$ cat src/adc_link_regs.svh
// constants for the converter command link: field positions, reset values, frame counts
`ifndef ADC_LINK_REGS_SVH
`define ADC_LINK_REGS_SVH

// -----------------------------------------------------------------------------
// command word fields
// -----------------------------------------------------------------------------
`define CMD_CHAN_MSB 7
`define CMD_CHAN_LSB 5
`define CMD_SCAN_MSB 4
`define CMD_SCAN_LSB 3
`define CMD_REF_MSB 2
`define CMD_REF_LSB 1
`define CMD_CLK_BIT 0
`define CMD_RESET_VAL 8'h06

// -----------------------------------------------------------------------------
// frame edge counts (serial clock cycles)
// -----------------------------------------------------------------------------
`define EDGE_CHAN_SEL 6'h03
`define EDGE_CMD_DONE 6'h08
`define EDGE_SAMPLE_8 6'h06
`define EDGE_SAMPLE_16 6'h0e
`define EDGE_DATA_8 6'h08
`define EDGE_DATA_16 6'h10
`define RESULT_BITS 16
`define FRAME_LEN_8 6'h18
`define FRAME_LEN_16 6'h20

// -----------------------------------------------------------------------------
// timing
// -----------------------------------------------------------------------------
`define CLK_SYS_NS 40
`define REF_WAKE_MS 5
`define REF_WAKE_CYC ((`REF_WAKE_MS * 1000000) / `CLK_SYS_NS)
`define SCLK_HALF_CYC 4

`endif

$ cat src/adc_link_pkg.sv
// types shared by both ends of the converter command link
package adc_link_pkg;

  // reference power field codes
  typedef enum logic [1:0] {
    REF_ALWAYS_ON = 2'b00,
    REF_BOTH_OFF = 2'b01,
    REF_BUF_OFF = 2'b10,
    REF_EXTERNAL = 2'b11
  } ref_power_e;

  // scan field codes
  typedef enum logic [1:0] {
    SCAN_SINGLE = 2'b00,
    SCAN_FROM_ZERO = 2'b01,
    SCAN_FROM_MID = 2'b10,
    SCAN_REPEAT = 2'b11
  } scan_mode_e;

  // device frame phases
  typedef enum logic [1:0] {
    PH_IDLE = 2'b00,
    PH_CMD = 2'b01,
    PH_CONV = 2'b10,
    PH_DONE = 2'b11
  } frame_phase_e;

  // host sequencer states
  typedef enum logic [1:0] {
    HS_IDLE = 2'b00,
    HS_LOW = 2'b01,
    HS_HIGH = 2'b10,
    HS_GAP = 2'b11
  } host_state_e;

endpackage

$ cat src/adc_link_if.sv
// serial link between host and converter control
`timescale 1ns/1ps
interface adc_link_if;
  logic cs_n;
  logic sclk;
  logic din;
  logic frame_sync_in;
  logic width_select;
  logic dout_o;
  logic dout_oe;
  logic dout;

  // dout is released (high) whenever the device does not drive it
  assign dout = dout_oe ? dout_o : 1'b1;

  modport device (
    input cs_n,
    input sclk,
    input din,
    input frame_sync_in,
    input width_select,
    output dout_o,
    output dout_oe
  );

  modport host (
    output cs_n,
    output sclk,
    output din,
    output frame_sync_in,
    output width_select,
    input dout
  );
endinterface

$ cat src/sync_2ff.sv
// two flip-flop synchroniser for one level
`timescale 1ns/1ps
module sync_2ff #(
  parameter logic RESET_VAL = 1'b0
) (
  input wire logic clk_sys_i,
  input wire logic srst_i,
  input wire logic d_i,
  output logic q_o
);
  logic meta_q;

  // first stage feeds only the second
  always_ff @(posedge clk_sys_i) begin
    if (srst_i) begin
      meta_q <= RESET_VAL;
      q_o <= RESET_VAL;
    end else begin
      meta_q <= d_i;
      q_o <= meta_q;
    end
  end
endmodule

$ cat src/adc_device_end.sv
// converter-side command decode and external-clock frame sequencer
// Contract
// - bits 7:5 pick analog input 0..7
// - eight-input scan field meanings decoded
// - four-input scan field meanings decoded
// - scans only act in internal-clock mode
// - bits 2:1 select reference power state
// - power state applied on chip select rise
// - wake reference on cs or sync fall
// - host waits 5 ms after full shutdown
// - bit 0 selects conversion clock source
// - host holds sync high, width selects framing
// - dout released while idle, low until data
// - din latched on rising serial clock
// - 8-bit: channel edge 3, sample fall 6; chan_sel_o only changes with the command at rising edge 8
// - command complete at rising edge 8
// - 8-bit: result from fall 8, 24 cycles
// - zeros shifted after result is out
// - 16-bit: acquire edge 3, sample fall 14
// - 16-bit: result from fall 16, 32 cycles
// - cs rise mid-conversion aborts to shutdown; code aborts and sets power from bits 2:1 as at any cs rise
// - host raises cs after reading result
// - command layout and power-up value 06
// - command kept over chip select activity
//
// The implementer's own choices: the register addresses and the strobed register port.
`timescale 1ns/1ps
`include "adc_link_regs.svh"
module adc_device_end #(
  parameter int NUM_INPUTS = 8
) (
  input wire logic clk_sys_i,
  input wire logic srst_i,
  adc_link_if.device link,
  input wire logic [13:0] sample_data_i,
  output logic [2:0] chan_sel_o,
  output logic [2:0] scan_first_o,
  output logic [2:0] scan_count_o,
  output logic acquire_o,
  output logic sample_o,
  output logic convert_o,
  output logic ref_on_o,
  output logic buf_on_o,
  output logic int_clock_o,
  output logic frame_sync_mode_o,
  output logic [7:0] command_o
);

  // ---------------------------------------------------------------------------
  // pin synchronisers
  // ---------------------------------------------------------------------------
  logic cs_n_s, sclk_s, din_s, fsync_s, width_s;

  sync_2ff #(.RESET_VAL(1'b1)) u_cs (.clk_sys_i(clk_sys_i), .srst_i(srst_i),
    .d_i(link.cs_n), .q_o(cs_n_s));
  sync_2ff #(.RESET_VAL(1'b0)) u_sclk (.clk_sys_i(clk_sys_i), .srst_i(srst_i),
    .d_i(link.sclk), .q_o(sclk_s));
  sync_2ff #(.RESET_VAL(1'b0)) u_din (.clk_sys_i(clk_sys_i), .srst_i(srst_i),
    .d_i(link.din), .q_o(din_s));
  sync_2ff #(.RESET_VAL(1'b1)) u_fs (.clk_sys_i(clk_sys_i), .srst_i(srst_i),
    .d_i(link.frame_sync_in), .q_o(fsync_s));
  sync_2ff #(.RESET_VAL(1'b0)) u_ws (.clk_sys_i(clk_sys_i), .srst_i(srst_i),
    .d_i(link.width_select), .q_o(width_s));

  // ---------------------------------------------------------------------------
  // edge detection on synchronised levels
  // ---------------------------------------------------------------------------
  logic cs_n_q, sclk_q, fsync_q;

  always_ff @(posedge clk_sys_i) begin
    if (srst_i) begin
      cs_n_q <= 1'b1;
      sclk_q <= 1'b0;
      fsync_q <= 1'b1;
    end else begin
      cs_n_q <= cs_n_s;
      sclk_q <= sclk_s;
      fsync_q <= fsync_s;
    end
  end

  wire cs_fall = cs_n_q & ~cs_n_s;
  wire cs_rise = ~cs_n_q & cs_n_s;
  wire sclk_rise = ~sclk_q & sclk_s & ~cs_n_s;
  wire sclk_fall = sclk_q & ~sclk_s & ~cs_n_s;
  wire fsync_fall = fsync_q & ~fsync_s;

  // ---------------------------------------------------------------------------
  // frame counters and command shifter
  // ---------------------------------------------------------------------------
  // edge counters saturate so a long frame never wraps back into command phase
  logic [5:0] rise_cnt_q, fall_cnt_q;
  logic [7:0] shift_q, command_q;
  logic wide_q;
  adc_link_pkg::frame_phase_e phase_q, phase_d;

  wire [5:0] rise_next = rise_cnt_q + 6'h01;
  wire [5:0] fall_next = fall_cnt_q + 6'h01;
  wire rise_sat = &rise_cnt_q;
  wire fall_sat = &fall_cnt_q;
  wire cmd_bit_edge = sclk_rise & (rise_cnt_q < `EDGE_CMD_DONE);
  wire cmd_done = sclk_rise & (rise_next == `EDGE_CMD_DONE);
  wire [7:0] shift_next = {shift_q[6:0], din_s};

  // width is sampled at cs fall and kept for the frame
  always_ff @(posedge clk_sys_i) begin
    if (srst_i) begin
      rise_cnt_q <= 6'h00;
      fall_cnt_q <= 6'h00;
      shift_q <= 8'h00;
      wide_q <= 1'b0;
    end else if (cs_fall) begin
      rise_cnt_q <= 6'h00;
      fall_cnt_q <= 6'h00;
      wide_q <= width_s;
    end else begin
      if (sclk_rise && !rise_sat) rise_cnt_q <= rise_next;
      if (sclk_fall && !fall_sat) fall_cnt_q <= fall_next;
      if (cmd_bit_edge) shift_q <= shift_next;
    end
  end

  // command survives chip select; only the system reset restores it
  always_ff @(posedge clk_sys_i) begin
    if (srst_i) begin
      command_q <= `CMD_RESET_VAL;
    end else if (cmd_done) begin
      command_q <= shift_next;
    end
  end

  // ---------------------------------------------------------------------------
  // decode of the command word
  // ---------------------------------------------------------------------------
  wire [2:0] chan_field = command_q[`CMD_CHAN_MSB:`CMD_CHAN_LSB];
  wire [1:0] scan_field = command_q[`CMD_SCAN_MSB:`CMD_SCAN_LSB];
  wire [1:0] ref_field = command_q[`CMD_REF_MSB:`CMD_REF_LSB];
  wire int_clk = command_q[`CMD_CLK_BIT];
  wire eight_in = (NUM_INPUTS == 8);
  wire [2:0] chan_max = eight_in ? 3'h7 : 3'h3;
  wire [2:0] chan_lim = (chan_field > chan_max) ? chan_max : chan_field;
  wire [2:0] mid_chan = eight_in ? 3'h4 : 3'h2;
  wire [2:0] repeat_n = eight_in ? 3'h7 : 3'h3;
  wire scan_ok = int_clk & fsync_s;
  logic [2:0] scan_first, scan_count;

  // scan plan: first channel and number of conversions minus one
  always_comb begin
    scan_first = chan_lim;
    scan_count = 3'h0;
    if (scan_ok) begin
      case (adc_link_pkg::scan_mode_e'(scan_field))
        adc_link_pkg::SCAN_SINGLE: scan_count = 3'h0;
        adc_link_pkg::SCAN_FROM_ZERO: begin
          scan_first = 3'h0;
          scan_count = chan_lim;
        end
        adc_link_pkg::SCAN_FROM_MID: begin
          scan_first = mid_chan;
          scan_count = (chan_lim > mid_chan) ? 3'(chan_lim - mid_chan) : 3'h0;
        end
        adc_link_pkg::SCAN_REPEAT: scan_count = repeat_n;
        default: scan_count = 3'h0;
      endcase
    end
  end

  // ---------------------------------------------------------------------------
  // frame sequencing
  // ---------------------------------------------------------------------------
  wire [5:0] sample_edge = wide_q ? `EDGE_SAMPLE_16 : `EDGE_SAMPLE_8;
  wire [5:0] data_edge = wide_q ? `EDGE_DATA_16 : `EDGE_DATA_8;
  wire acq_start = sclk_rise & (rise_next == `EDGE_CHAN_SEL);
  wire sample_now = sclk_fall & (fall_next == sample_edge);
  wire data_now = sclk_fall & (fall_next == data_edge);
  logic acq_q, conv_q, sample_q;
  logic [`RESULT_BITS-1:0] out_sr_q;

  // phase advances on the counted edges; cs rise wins over everything
  always_comb begin
    phase_d = phase_q;
    case (phase_q)
      adc_link_pkg::PH_IDLE: if (cs_fall) phase_d = adc_link_pkg::PH_CMD;
      adc_link_pkg::PH_CMD: if (sample_now) phase_d = adc_link_pkg::PH_CONV;
      adc_link_pkg::PH_CONV: if (data_now) phase_d = adc_link_pkg::PH_DONE;
      adc_link_pkg::PH_DONE: phase_d = adc_link_pkg::PH_DONE;
      default: phase_d = adc_link_pkg::PH_IDLE;
    endcase
    if (cs_rise) phase_d = adc_link_pkg::PH_IDLE;
  end

  always_ff @(posedge clk_sys_i) begin
    if (srst_i) begin
      phase_q <= adc_link_pkg::PH_IDLE;
      acq_q <= 1'b0;
      conv_q <= 1'b0;
      sample_q <= 1'b0;
    end else begin
      phase_q <= phase_d;
      sample_q <= sample_now & ~cs_rise;
      if (cs_rise || sample_now) acq_q <= 1'b0;
      else if (acq_start) acq_q <= 1'b1;
      if (cs_rise || data_now) conv_q <= 1'b0;
      else if (sample_now) conv_q <= 1'b1;
    end
  end

  // result loads at the data edge, then zeros follow it out
  always_ff @(posedge clk_sys_i) begin
    if (srst_i) begin
      out_sr_q <= '0;
    end else if (cs_fall) begin
      out_sr_q <= '0;
    end else if (data_now) begin
      out_sr_q <= {sample_data_i, 2'b00};
    end else if (sclk_fall && phase_q == adc_link_pkg::PH_DONE) begin
      out_sr_q <= {out_sr_q[`RESULT_BITS-2:0], 1'b0};
    end
  end

  // ---------------------------------------------------------------------------
  // reference power control
  // ---------------------------------------------------------------------------
  // power state only follows the command at cs rise; wake on the framing fall
  logic ref_on_q, buf_on_q;
  wire fs_mode = ~fsync_s;
  wire wake = fs_mode ? fsync_fall : cs_fall;
  wire ext_ref = (ref_field == adc_link_pkg::REF_EXTERNAL);

  always_ff @(posedge clk_sys_i) begin
    if (srst_i) begin
      ref_on_q <= 1'b0;
      buf_on_q <= 1'b0;
    end else if (cs_rise) begin
      ref_on_q <= (ref_field == adc_link_pkg::REF_ALWAYS_ON) ||
                  (ref_field == adc_link_pkg::REF_BUF_OFF);
      buf_on_q <= (ref_field == adc_link_pkg::REF_ALWAYS_ON);
    end else if (wake && !ext_ref) begin
      ref_on_q <= 1'b1;
      buf_on_q <= 1'b1;
    end
  end

  // ---------------------------------------------------------------------------
  // outputs
  // ---------------------------------------------------------------------------
  assign link.dout_oe = ~cs_n_s;
  assign link.dout_o = out_sr_q[`RESULT_BITS-1];
  assign chan_sel_o = chan_lim;
  assign scan_first_o = scan_first;
  assign scan_count_o = scan_count;
  assign acquire_o = acq_q;
  assign sample_o = sample_q;
  assign convert_o = conv_q;
  assign ref_on_o = ref_on_q;
  assign buf_on_o = buf_on_q;
  assign int_clock_o = int_clk;
  assign frame_sync_mode_o = fs_mode;
  assign command_o = command_q;
endmodule

$ cat src/flat_wrapper.sv
// flat-port wrapper written by rule: the top's interface ports become plain ports
module adc_device_end_flat 
#(
  parameter int NUM_INPUTS = 8
)
  (clk_sys_i, srst_i, sample_data_i, chan_sel_o, scan_first_o, scan_count_o, acquire_o, sample_o, convert_o, ref_on_o, buf_on_o, int_clock_o, frame_sync_mode_o, command_o, link_cs_n, link_sclk, link_din, link_frame_sync_in, link_width_select, link_dout_o, link_dout_oe);
  adc_link_if link_i ();
  input wire logic clk_sys_i;
  input wire logic srst_i;
  input wire logic [13:0] sample_data_i;
  output logic [2:0] chan_sel_o;
  output logic [2:0] scan_first_o;
  output logic [2:0] scan_count_o;
  output logic acquire_o;
  output logic sample_o;
  output logic convert_o;
  output logic ref_on_o;
  output logic buf_on_o;
  output logic int_clock_o;
  output logic frame_sync_mode_o;
  output logic [7:0] command_o;
  input wire logic [$bits(link_i.cs_n)-1:0] link_cs_n;
  input wire logic [$bits(link_i.sclk)-1:0] link_sclk;
  input wire logic [$bits(link_i.din)-1:0] link_din;
  input wire logic [$bits(link_i.frame_sync_in)-1:0] link_frame_sync_in;
  input wire logic [$bits(link_i.width_select)-1:0] link_width_select;
  output wire logic [$bits(link_i.dout_o)-1:0] link_dout_o;
  output wire logic [$bits(link_i.dout_oe)-1:0] link_dout_oe;
  assign link_i.cs_n = link_cs_n;
  assign link_i.sclk = link_sclk;
  assign link_i.din = link_din;
  assign link_i.frame_sync_in = link_frame_sync_in;
  assign link_i.width_select = link_width_select;
  assign link_dout_o = link_i.dout_o;
  assign link_dout_oe = link_i.dout_oe;
  adc_device_end #(.NUM_INPUTS(NUM_INPUTS)) u_core (.clk_sys_i(clk_sys_i), .srst_i(srst_i), .link(link_i), .sample_data_i(sample_data_i), .chan_sel_o(chan_sel_o), .scan_first_o(scan_first_o), .scan_count_o(scan_count_o), .acquire_o(acquire_o), .sample_o(sample_o), .convert_o(convert_o), .ref_on_o(ref_on_o), .buf_on_o(buf_on_o), .int_clock_o(int_clock_o), .frame_sync_mode_o(frame_sync_mode_o), .command_o(command_o));
endmodule
$ cat config.mk
export PLATFORM = sky130hd
export DESIGN_NAME = adc_device_end_flat
export DESIGN_NICKNAME = d
export VERILOG_FILES = /design/src/adc_link_pkg.sv /design/src/adc_link_if.sv /design/src/sync_2ff.sv /design/src/adc_device_end.sv /design/src/flat_wrapper.sv
export VERILOG_INCLUDE_DIRS = /design/src
export SDC_FILE = /design/constraint.sdc
export NUM_CORES = 1
export LEC_CHECK = 0
export BUFFER_PORTS_ARGS = -buffer_cell sky130_fd_sc_hd__clkbuf_2
export CORE_ASPECT_RATIO = 2
export CORE_UTILIZATION = 40
export CTS_CLUSTER_SIZE = 16
export DETAILED_ROUTE_END_ITERATION = 10
export SLEW_MARGIN = 20
export SYNTH_ARGS = -nofsm -noshare
export SYNTH_HDL_FRONTEND = slang
export SYNTH_HIERARCHICAL = 1
export SYNTH_SLANG_ARGS = --single-unit
$ cat constraint.sdc
create_clock -name clk_sys_i -period 2.5 [get_ports clk_sys_i]
set_input_delay 0.25 -clock clk_sys_i [delete_from_list [all_inputs] [get_ports clk_sys_i]]
set_output_delay 0.25 -clock clk_sys_i [all_outputs]
set_load 0.02 [all_outputs]
-- After elaboration in Yosys (flattened, before gate mapping)
Index checks and enable logic that the tools add are counted.
- bits in registers: 62
- latch bits: 0
- memory bits (writable): 0
- bits in read-only memories: 0
- input bits: 21
- output and inout port bits: 26
- logic and storage cells: 108
- memories kept: 0
- add/subtract/negate cells: 3
- multipliers: 0
- divide/modulo/power cells: 0
- order comparisons: 3
- equal/unequal tests: 15
- shifts and indexed selects: 0
- multiplexer cells: 18
- bitwise logic cells: 21
- reductions and logical operators: 23
- operators by type and width (cell ; number):
    16-bit 2-to-1 mux ; 2
    1-bit AND ; 14
    6-bit by 1-bit adder with 6-bit output (second input constant) ; 2
    2-bit == test (second input constant) ; 6
    6-bit == test ; 2
    3-bit 2-to-1 mux ; 4
    3-bit case mux with 4 select lines ; 1
    6-bit AND reduction ; 2
    2-bit case mux with 4 select lines ; 1
    2-bit OR reduction ; 4
    1-bit inverter ; 7
    6-bit by 2-bit == test with 1-bit output (second input constant) ; 1
    6-bit by 4-bit == test with 1-bit output (second input constant) ; 1
    3-bit greater-than comparator (second input constant) ; 2
    2-bit logical NOT ; 3
    6-bit by 4-bit < comparator with 1-bit output (second input constant) ; 1
    2-bit 2-to-1 mux ; 3
    2-bit by 1-bit inequality test with 1-bit output (second input constant) ; 3
    3-bit case mux with 2 select lines ; 1
    5-bit 2-to-1 mux ; 1
    2-bit by 1-bit == test with 1-bit output (second input constant) ; 2
    1-bit logical AND ; 4
    1-bit 2-to-1 mux ; 4
    4-bit 2-to-1 mux ; 1
    other kinds (6) ; 11

-- Longest topological paths before layout
- depth in word-level cells: 6
- mapped depth: 8
- gate-level depth less buffers: 6

-- Hierarchy
The synthesis kept the hierarchy.
- by module, submodules not included (module ; times used ; cells an instance ; area an instance (µm²) ; seq. area each (µm²)):
    adc_device_end ; 1 ; 288 ; 2707.6 ; 1041.0
    sync_2ff ; 5 ; 4 ; 52.6 ; 40.0

-- Worst setup path after synthesis
Ideal clock, no wire load.
- path type: reg2reg
- start: register u_core.fall_cnt_q[0]
- end: register u_core.out_sr_q[10]
- setup time: 0.118 ns
- arrival: 1.687 ns
- required time: 2.382 ns
- slack: 0.694 ns
- stages on the path, launching flop included: 9
- path buffers: 2
- period minus slack after synthesis: 1.806 ns
- path through: dfxtp_1 -> ha_1 -> nand3_1 -> xnor2_1 -> and3_1 -> o2111a_1 -> buf_6 -> buf_12 -> mux2i_1
- cells in the longest elaborated chain, start to end: 4
- elaborated cells between the ends (all ways): 5
- those cells by class: add/sub: 1; eq/ne: 1; mux: 1; bitwise: 1; reduce/logical: 1
- RTL lines (element ; line ; RTL):
    start, declared ; adc_device_end.sv:92 ; logic [5:0] rise_cnt_q, fall_cnt_q;
    start signal, assigned ; adc_device_end.sv:118 ; if (sclk_fall && !fall_sat) fall_cnt_q <= fall_next;
    6-bit by 1-bit adder with 6-bit output * ; adc_device_end.sv:98 ; wire [5:0] fall_next = fall_cnt_q + 6'h01;
    6-bit == test * ; adc_device_end.sv:175 ; wire data_now = sclk_fall & (fall_next == data_edge);
    1-bit AND * ; adc_device_end.sv:175 ;
    16-bit 2-to-1 mux or 2-bit nonzero test (tied branches) ; n/a ;
    end signal, assigned ; adc_device_end.sv:215 ; out_sr_q <= {sample_data_i, 2'b00};
    end signal, assigned ; adc_device_end.sv:217 ; out_sr_q <= {out_sr_q[`RESULT_BITS-2:0], 1'b0};
    end, declared ; adc_device_end.sv:177 ; logic [`RESULT_BITS-1:0] out_sr_q;
Mark *: on every way between the ends. The rest lies on a longest branch, timed or not.
A chain may end at the register's enable or synchronous reset.

-- Worst setup path after layout
- start: register u_core.command_q[3] (netlist: u_core/command_o[3])
- end: output port scan_first_o[2]
- cells in the longest elaborated chain, start to end: 3
- elaborated cells between the ends (all ways): 4
- those cells by class: eq/ne: 2; mux: 2
- RTL lines (element ; line ; RTL):
    start, declared ; adc_device_end.sv:93 ; logic [7:0] shift_q, command_q;
    start signal, assigned ; adc_device_end.sv:126 ; command_q <= `CMD_RESET_VAL;
    start signal, assigned ; adc_device_end.sv:128 ; command_q <= shift_next;
    2-bit == test or 2-bit by 1-bit == test with 1-bit output (tied branches) ; adc_device_end.sv:152 ; case (adc_link_pkg::scan_mode_e'(scan_field))
    3-bit case mux with 2 select lines * ; adc_device_end.sv:152 ;
    3-bit 2-to-1 mux * ; adc_device_end.sv:151 ; if (scan_ok) begin
    end, declared ; flat_wrapper.sv:12 ; output logic [2:0] scan_first_o;
Marked as above.

==> metrics <==
top_reg_cell synth dfxtp_1; pwr dens around 640 nW/um^2; clock power share 0.526; hpwl dp roughly 4000 um; antenna violations before repair 0; Async S/R FF share, synth 0; clk root buf clkbuf_16; Fill cells 702; area of the multi-input gates between 1500 and 2000 um^2; post-synthesis cell type count 50; CTS Buffer Depth 2; Cell Chain, Critical Path inv_1 -> ha_1 -> nand3_1 -> mux2_2 -> clkbuf_2; layout cell share with drive strength beyond 1 0.278; CP max FO 5; synth-to-layout area growth 19.7%; Slew Viols, Final 0; DIE AREA roughly 8000 um^2; largest net degree at the start of global routing 31; commonest non-fill, non-tap cell in the layout dfxtp_1; Routed WL about 5500 um; detailed-route wire length per cell ~12 um; drt drc 0; WP buf/inv 2; hold_ws 0.0960 ns; clock slew at reported path FFs about 0.05 ns; Peak Freq a little over 500 MHz; outcome finished, final reports clean; Slowest Stage Delay on Critical Path slightly below 0.4 ns; Num CTS Buffers 9; CP arrival 1.74 ns; CP startpoint kind flop; syn nets ~340; Clock Sinks 62; I/O Pins 47; min Tclk post-route roughly 2.0 ns; first-pass GRT wire length between 9000 and 10000 um; Routed Antenna Nets 0; Logic pwr share 0.033; initial DRC count 40; port bufs 46; highest-count cells in the layout ignoring fill and taps 62 x dfxtp_1, 46 x clkbuf_2, 34 x nand2_1, 30 x nor2_1, 30 x mux2i_1; gp weighted congestion slightly below 0.8; final period utilization 0.796; CP max stage cell dfxtp_1; die width 62.9 um; CTS Hold Bufs 0; Post-synth EDFFs 0; CTS tree done; number of global-route vias before repair 2121; Post-CTS Setup Inserts 0; Resized cells post-CTS 0; # setup viols final 0; Die Span Y approximately 120 um; htree depth 3; Int Pwr ~1800 uW; synthesized flop and latch total 62; Reg2Reg Setup Slack 0.54 ns; Sequential Power Share 0.441; Psw a little under 500 uW; Pleak roughly 0.0015 uW; FF/Latch Area around 1200 um^2; clk_lat worst skew ~0.33 ns; WS Path Type flop to output port; setup_tns 0 ns; CP top delay family flip-flops; Hold Path Class input pin to flop; Post-Syn Area 2970 um^2; Max Cap Viol 0; Initial Util 0.412; Vias/cell between 4 and 5; Final Hold Fails 0; GR Overflow Total 0; GR Util All Layers 0.156; Nets ~390; switching share of power 0.211; Core Region between 7000 and 8000 um^2; Post-Syn Instances around 310; DR pass1 iterations 3; n_diodes 0; crit path capture type output port; vias after detailed routing 2202; RSZ-0062 raised after global routing no; Seq/Total Area, Yosys 0.418; Critical Path RT about 2.3 ns; FP Rows 44; syn avg cell area around 9.6 um^2; YS warnings 6; skew final roughly 0.0058 ns; Worst-Margin Slew roughly 0.55 ns; worst vdd ir between 0.4 and 0.5 mV; Rel. slew slack 0.629
[flip-flops by register name, summed over array words and instances, names as in the netlist, 2 cells and up]
name,count
u_core/command_o,8
u_core/shift_q,7
u_core/out_sr_q,14
u_core/rise_cnt_q,6
u_core/fall_cnt_q,6
u_core/phase_q,2
[metrics by stage]
step	cells	util	setup WS (ns)	power (uW)	cell area, um^2
2_1_floorplan	308	-	0.694	1070	2970
6_report	452	0.493	0.511	2280	3560
5_1_grt	452	0.493	0.410	2370	3560
4_1_cts	452	0.493	0.478	2310	3560
3_5_place_dp	436	0.453	0.539	1110	3270
3_3_place_gp	436	0.453	0.616	1100	3270
[synthesized netlist by cell type, types with 2 or more instances]
master	instances	area [um^2]
a211oi_1	4	30.0
a21o_1	2	15.0
a21oi_1	7	35.0
a31oi_1	3	18.8
and2_1	3	18.8
and3_1	4	25.0
buf_2	3	15.0
buf_6	2	22.5
clkbuf_1	9	33.8
dfxtp_1	62	1240
ha_1	10	125
inv_1	9	33.8
mux2_2	13	146
mux2i_1	30	300
nand2_1	34	128
nand2b_1	2	12.5
nand3_1	6	30.0
nand3b_1	2	15.0
nor2_1	30	113
nor2b_1	7	43.8
nor3_1	8	40.0
nor3b_2	2	25.0
o211a_1	2	20.0
o21ai_0	2	10.0
or2_1	4	25.0
or2_2	3	18.8
or2b_1	6	45.0
or2b_2	6	52.6
xnor2_1	5	43.8
xor2_1	8	70.1
[worst paths after layout]
kind                                                   startpoint                               to  cells past startpoint
worst min-delay path                                    link_cs_n    u_core/u_cs/meta_q$_SDFF_PP1_                      2
worst min register to register      u_core/u_fs/meta_q$_SDFF_PP1_       u_core/u_fs/q_o$_SDFF_PP1_                      1
worst max register to register  u_core/fall_cnt_q[0]$_SDFFE_PP0P_  u_core/out_sr_q[9]$_SDFFE_PP0P_                      7
worst max-delay path             u_core/command_o[3]$_SDFFE_PP0P_                  scan_first_o[2]                      5
[worst register-to-register path, delay by kind of cell, from the launching register on]
family          cells  cell delay (ns)
flops               1             0.42
simple gates        2             0.33
fa+ha+maj           1             0.26
buf+inv             1             0.26
mux                 1             0.22
xor+xnor            1             0.20
compound gates      1             0.20
[kinds of logic (layout without fill, tap and decap cells)]
family | after synthesis | after routing | share of synthesized area
multiplexers | 44 | 44 | 0.154
AO/OA/AOI/OAI | 28 | 28 | 0.0699
buffers and inverters | 25 | 77 | 0.0446
flip-flops | 62 | 62 | 0.418
AND/OR/NAND/NOR | 125 | 125 | 0.227
XOR/XNOR | 14 | 14 | 0.0438
adder cells (fa/ha/maj) | 10 | 10 | 0.0421
[power by group through the flow]
stage / Combinational [uW] / Sequential [uW] / Clock (uW)
6_report: 75.2 / 1010 / 1200
5_1_grt: 85.5 / 1010 / 1270
4_1_cts: 77.3 / 1010 / 1230
3_5_place_dp: 76.8 / 1030 / 0
3_3_place_gp: 76.2 / 1030 / 0
2_1_floorplan: 45.1 / 1030 / 0
[final cells by class]
class / count / share of cell area
multi-input combinational: 221 / 0.450
tap: 92 / 0.0324
clock inverter: 6 / 0.0172
timing repair buffer: 52 / 0.0774
inverter: 9 / 0.00950
sequential: 62 / 0.349
clock buffer: 10 / 0.0644
[routing by layer]
metal,up-vias,share of wire,GRT usage
met2,44,0.54,0.298
li1,1131,-,-
met4,0,0.025,0.0916
met1,1019,0.39,0.140
met5,-,0,0
met3,8,0.040,0.0485
No activity file was read; power rests on OpenSTA's default activity.
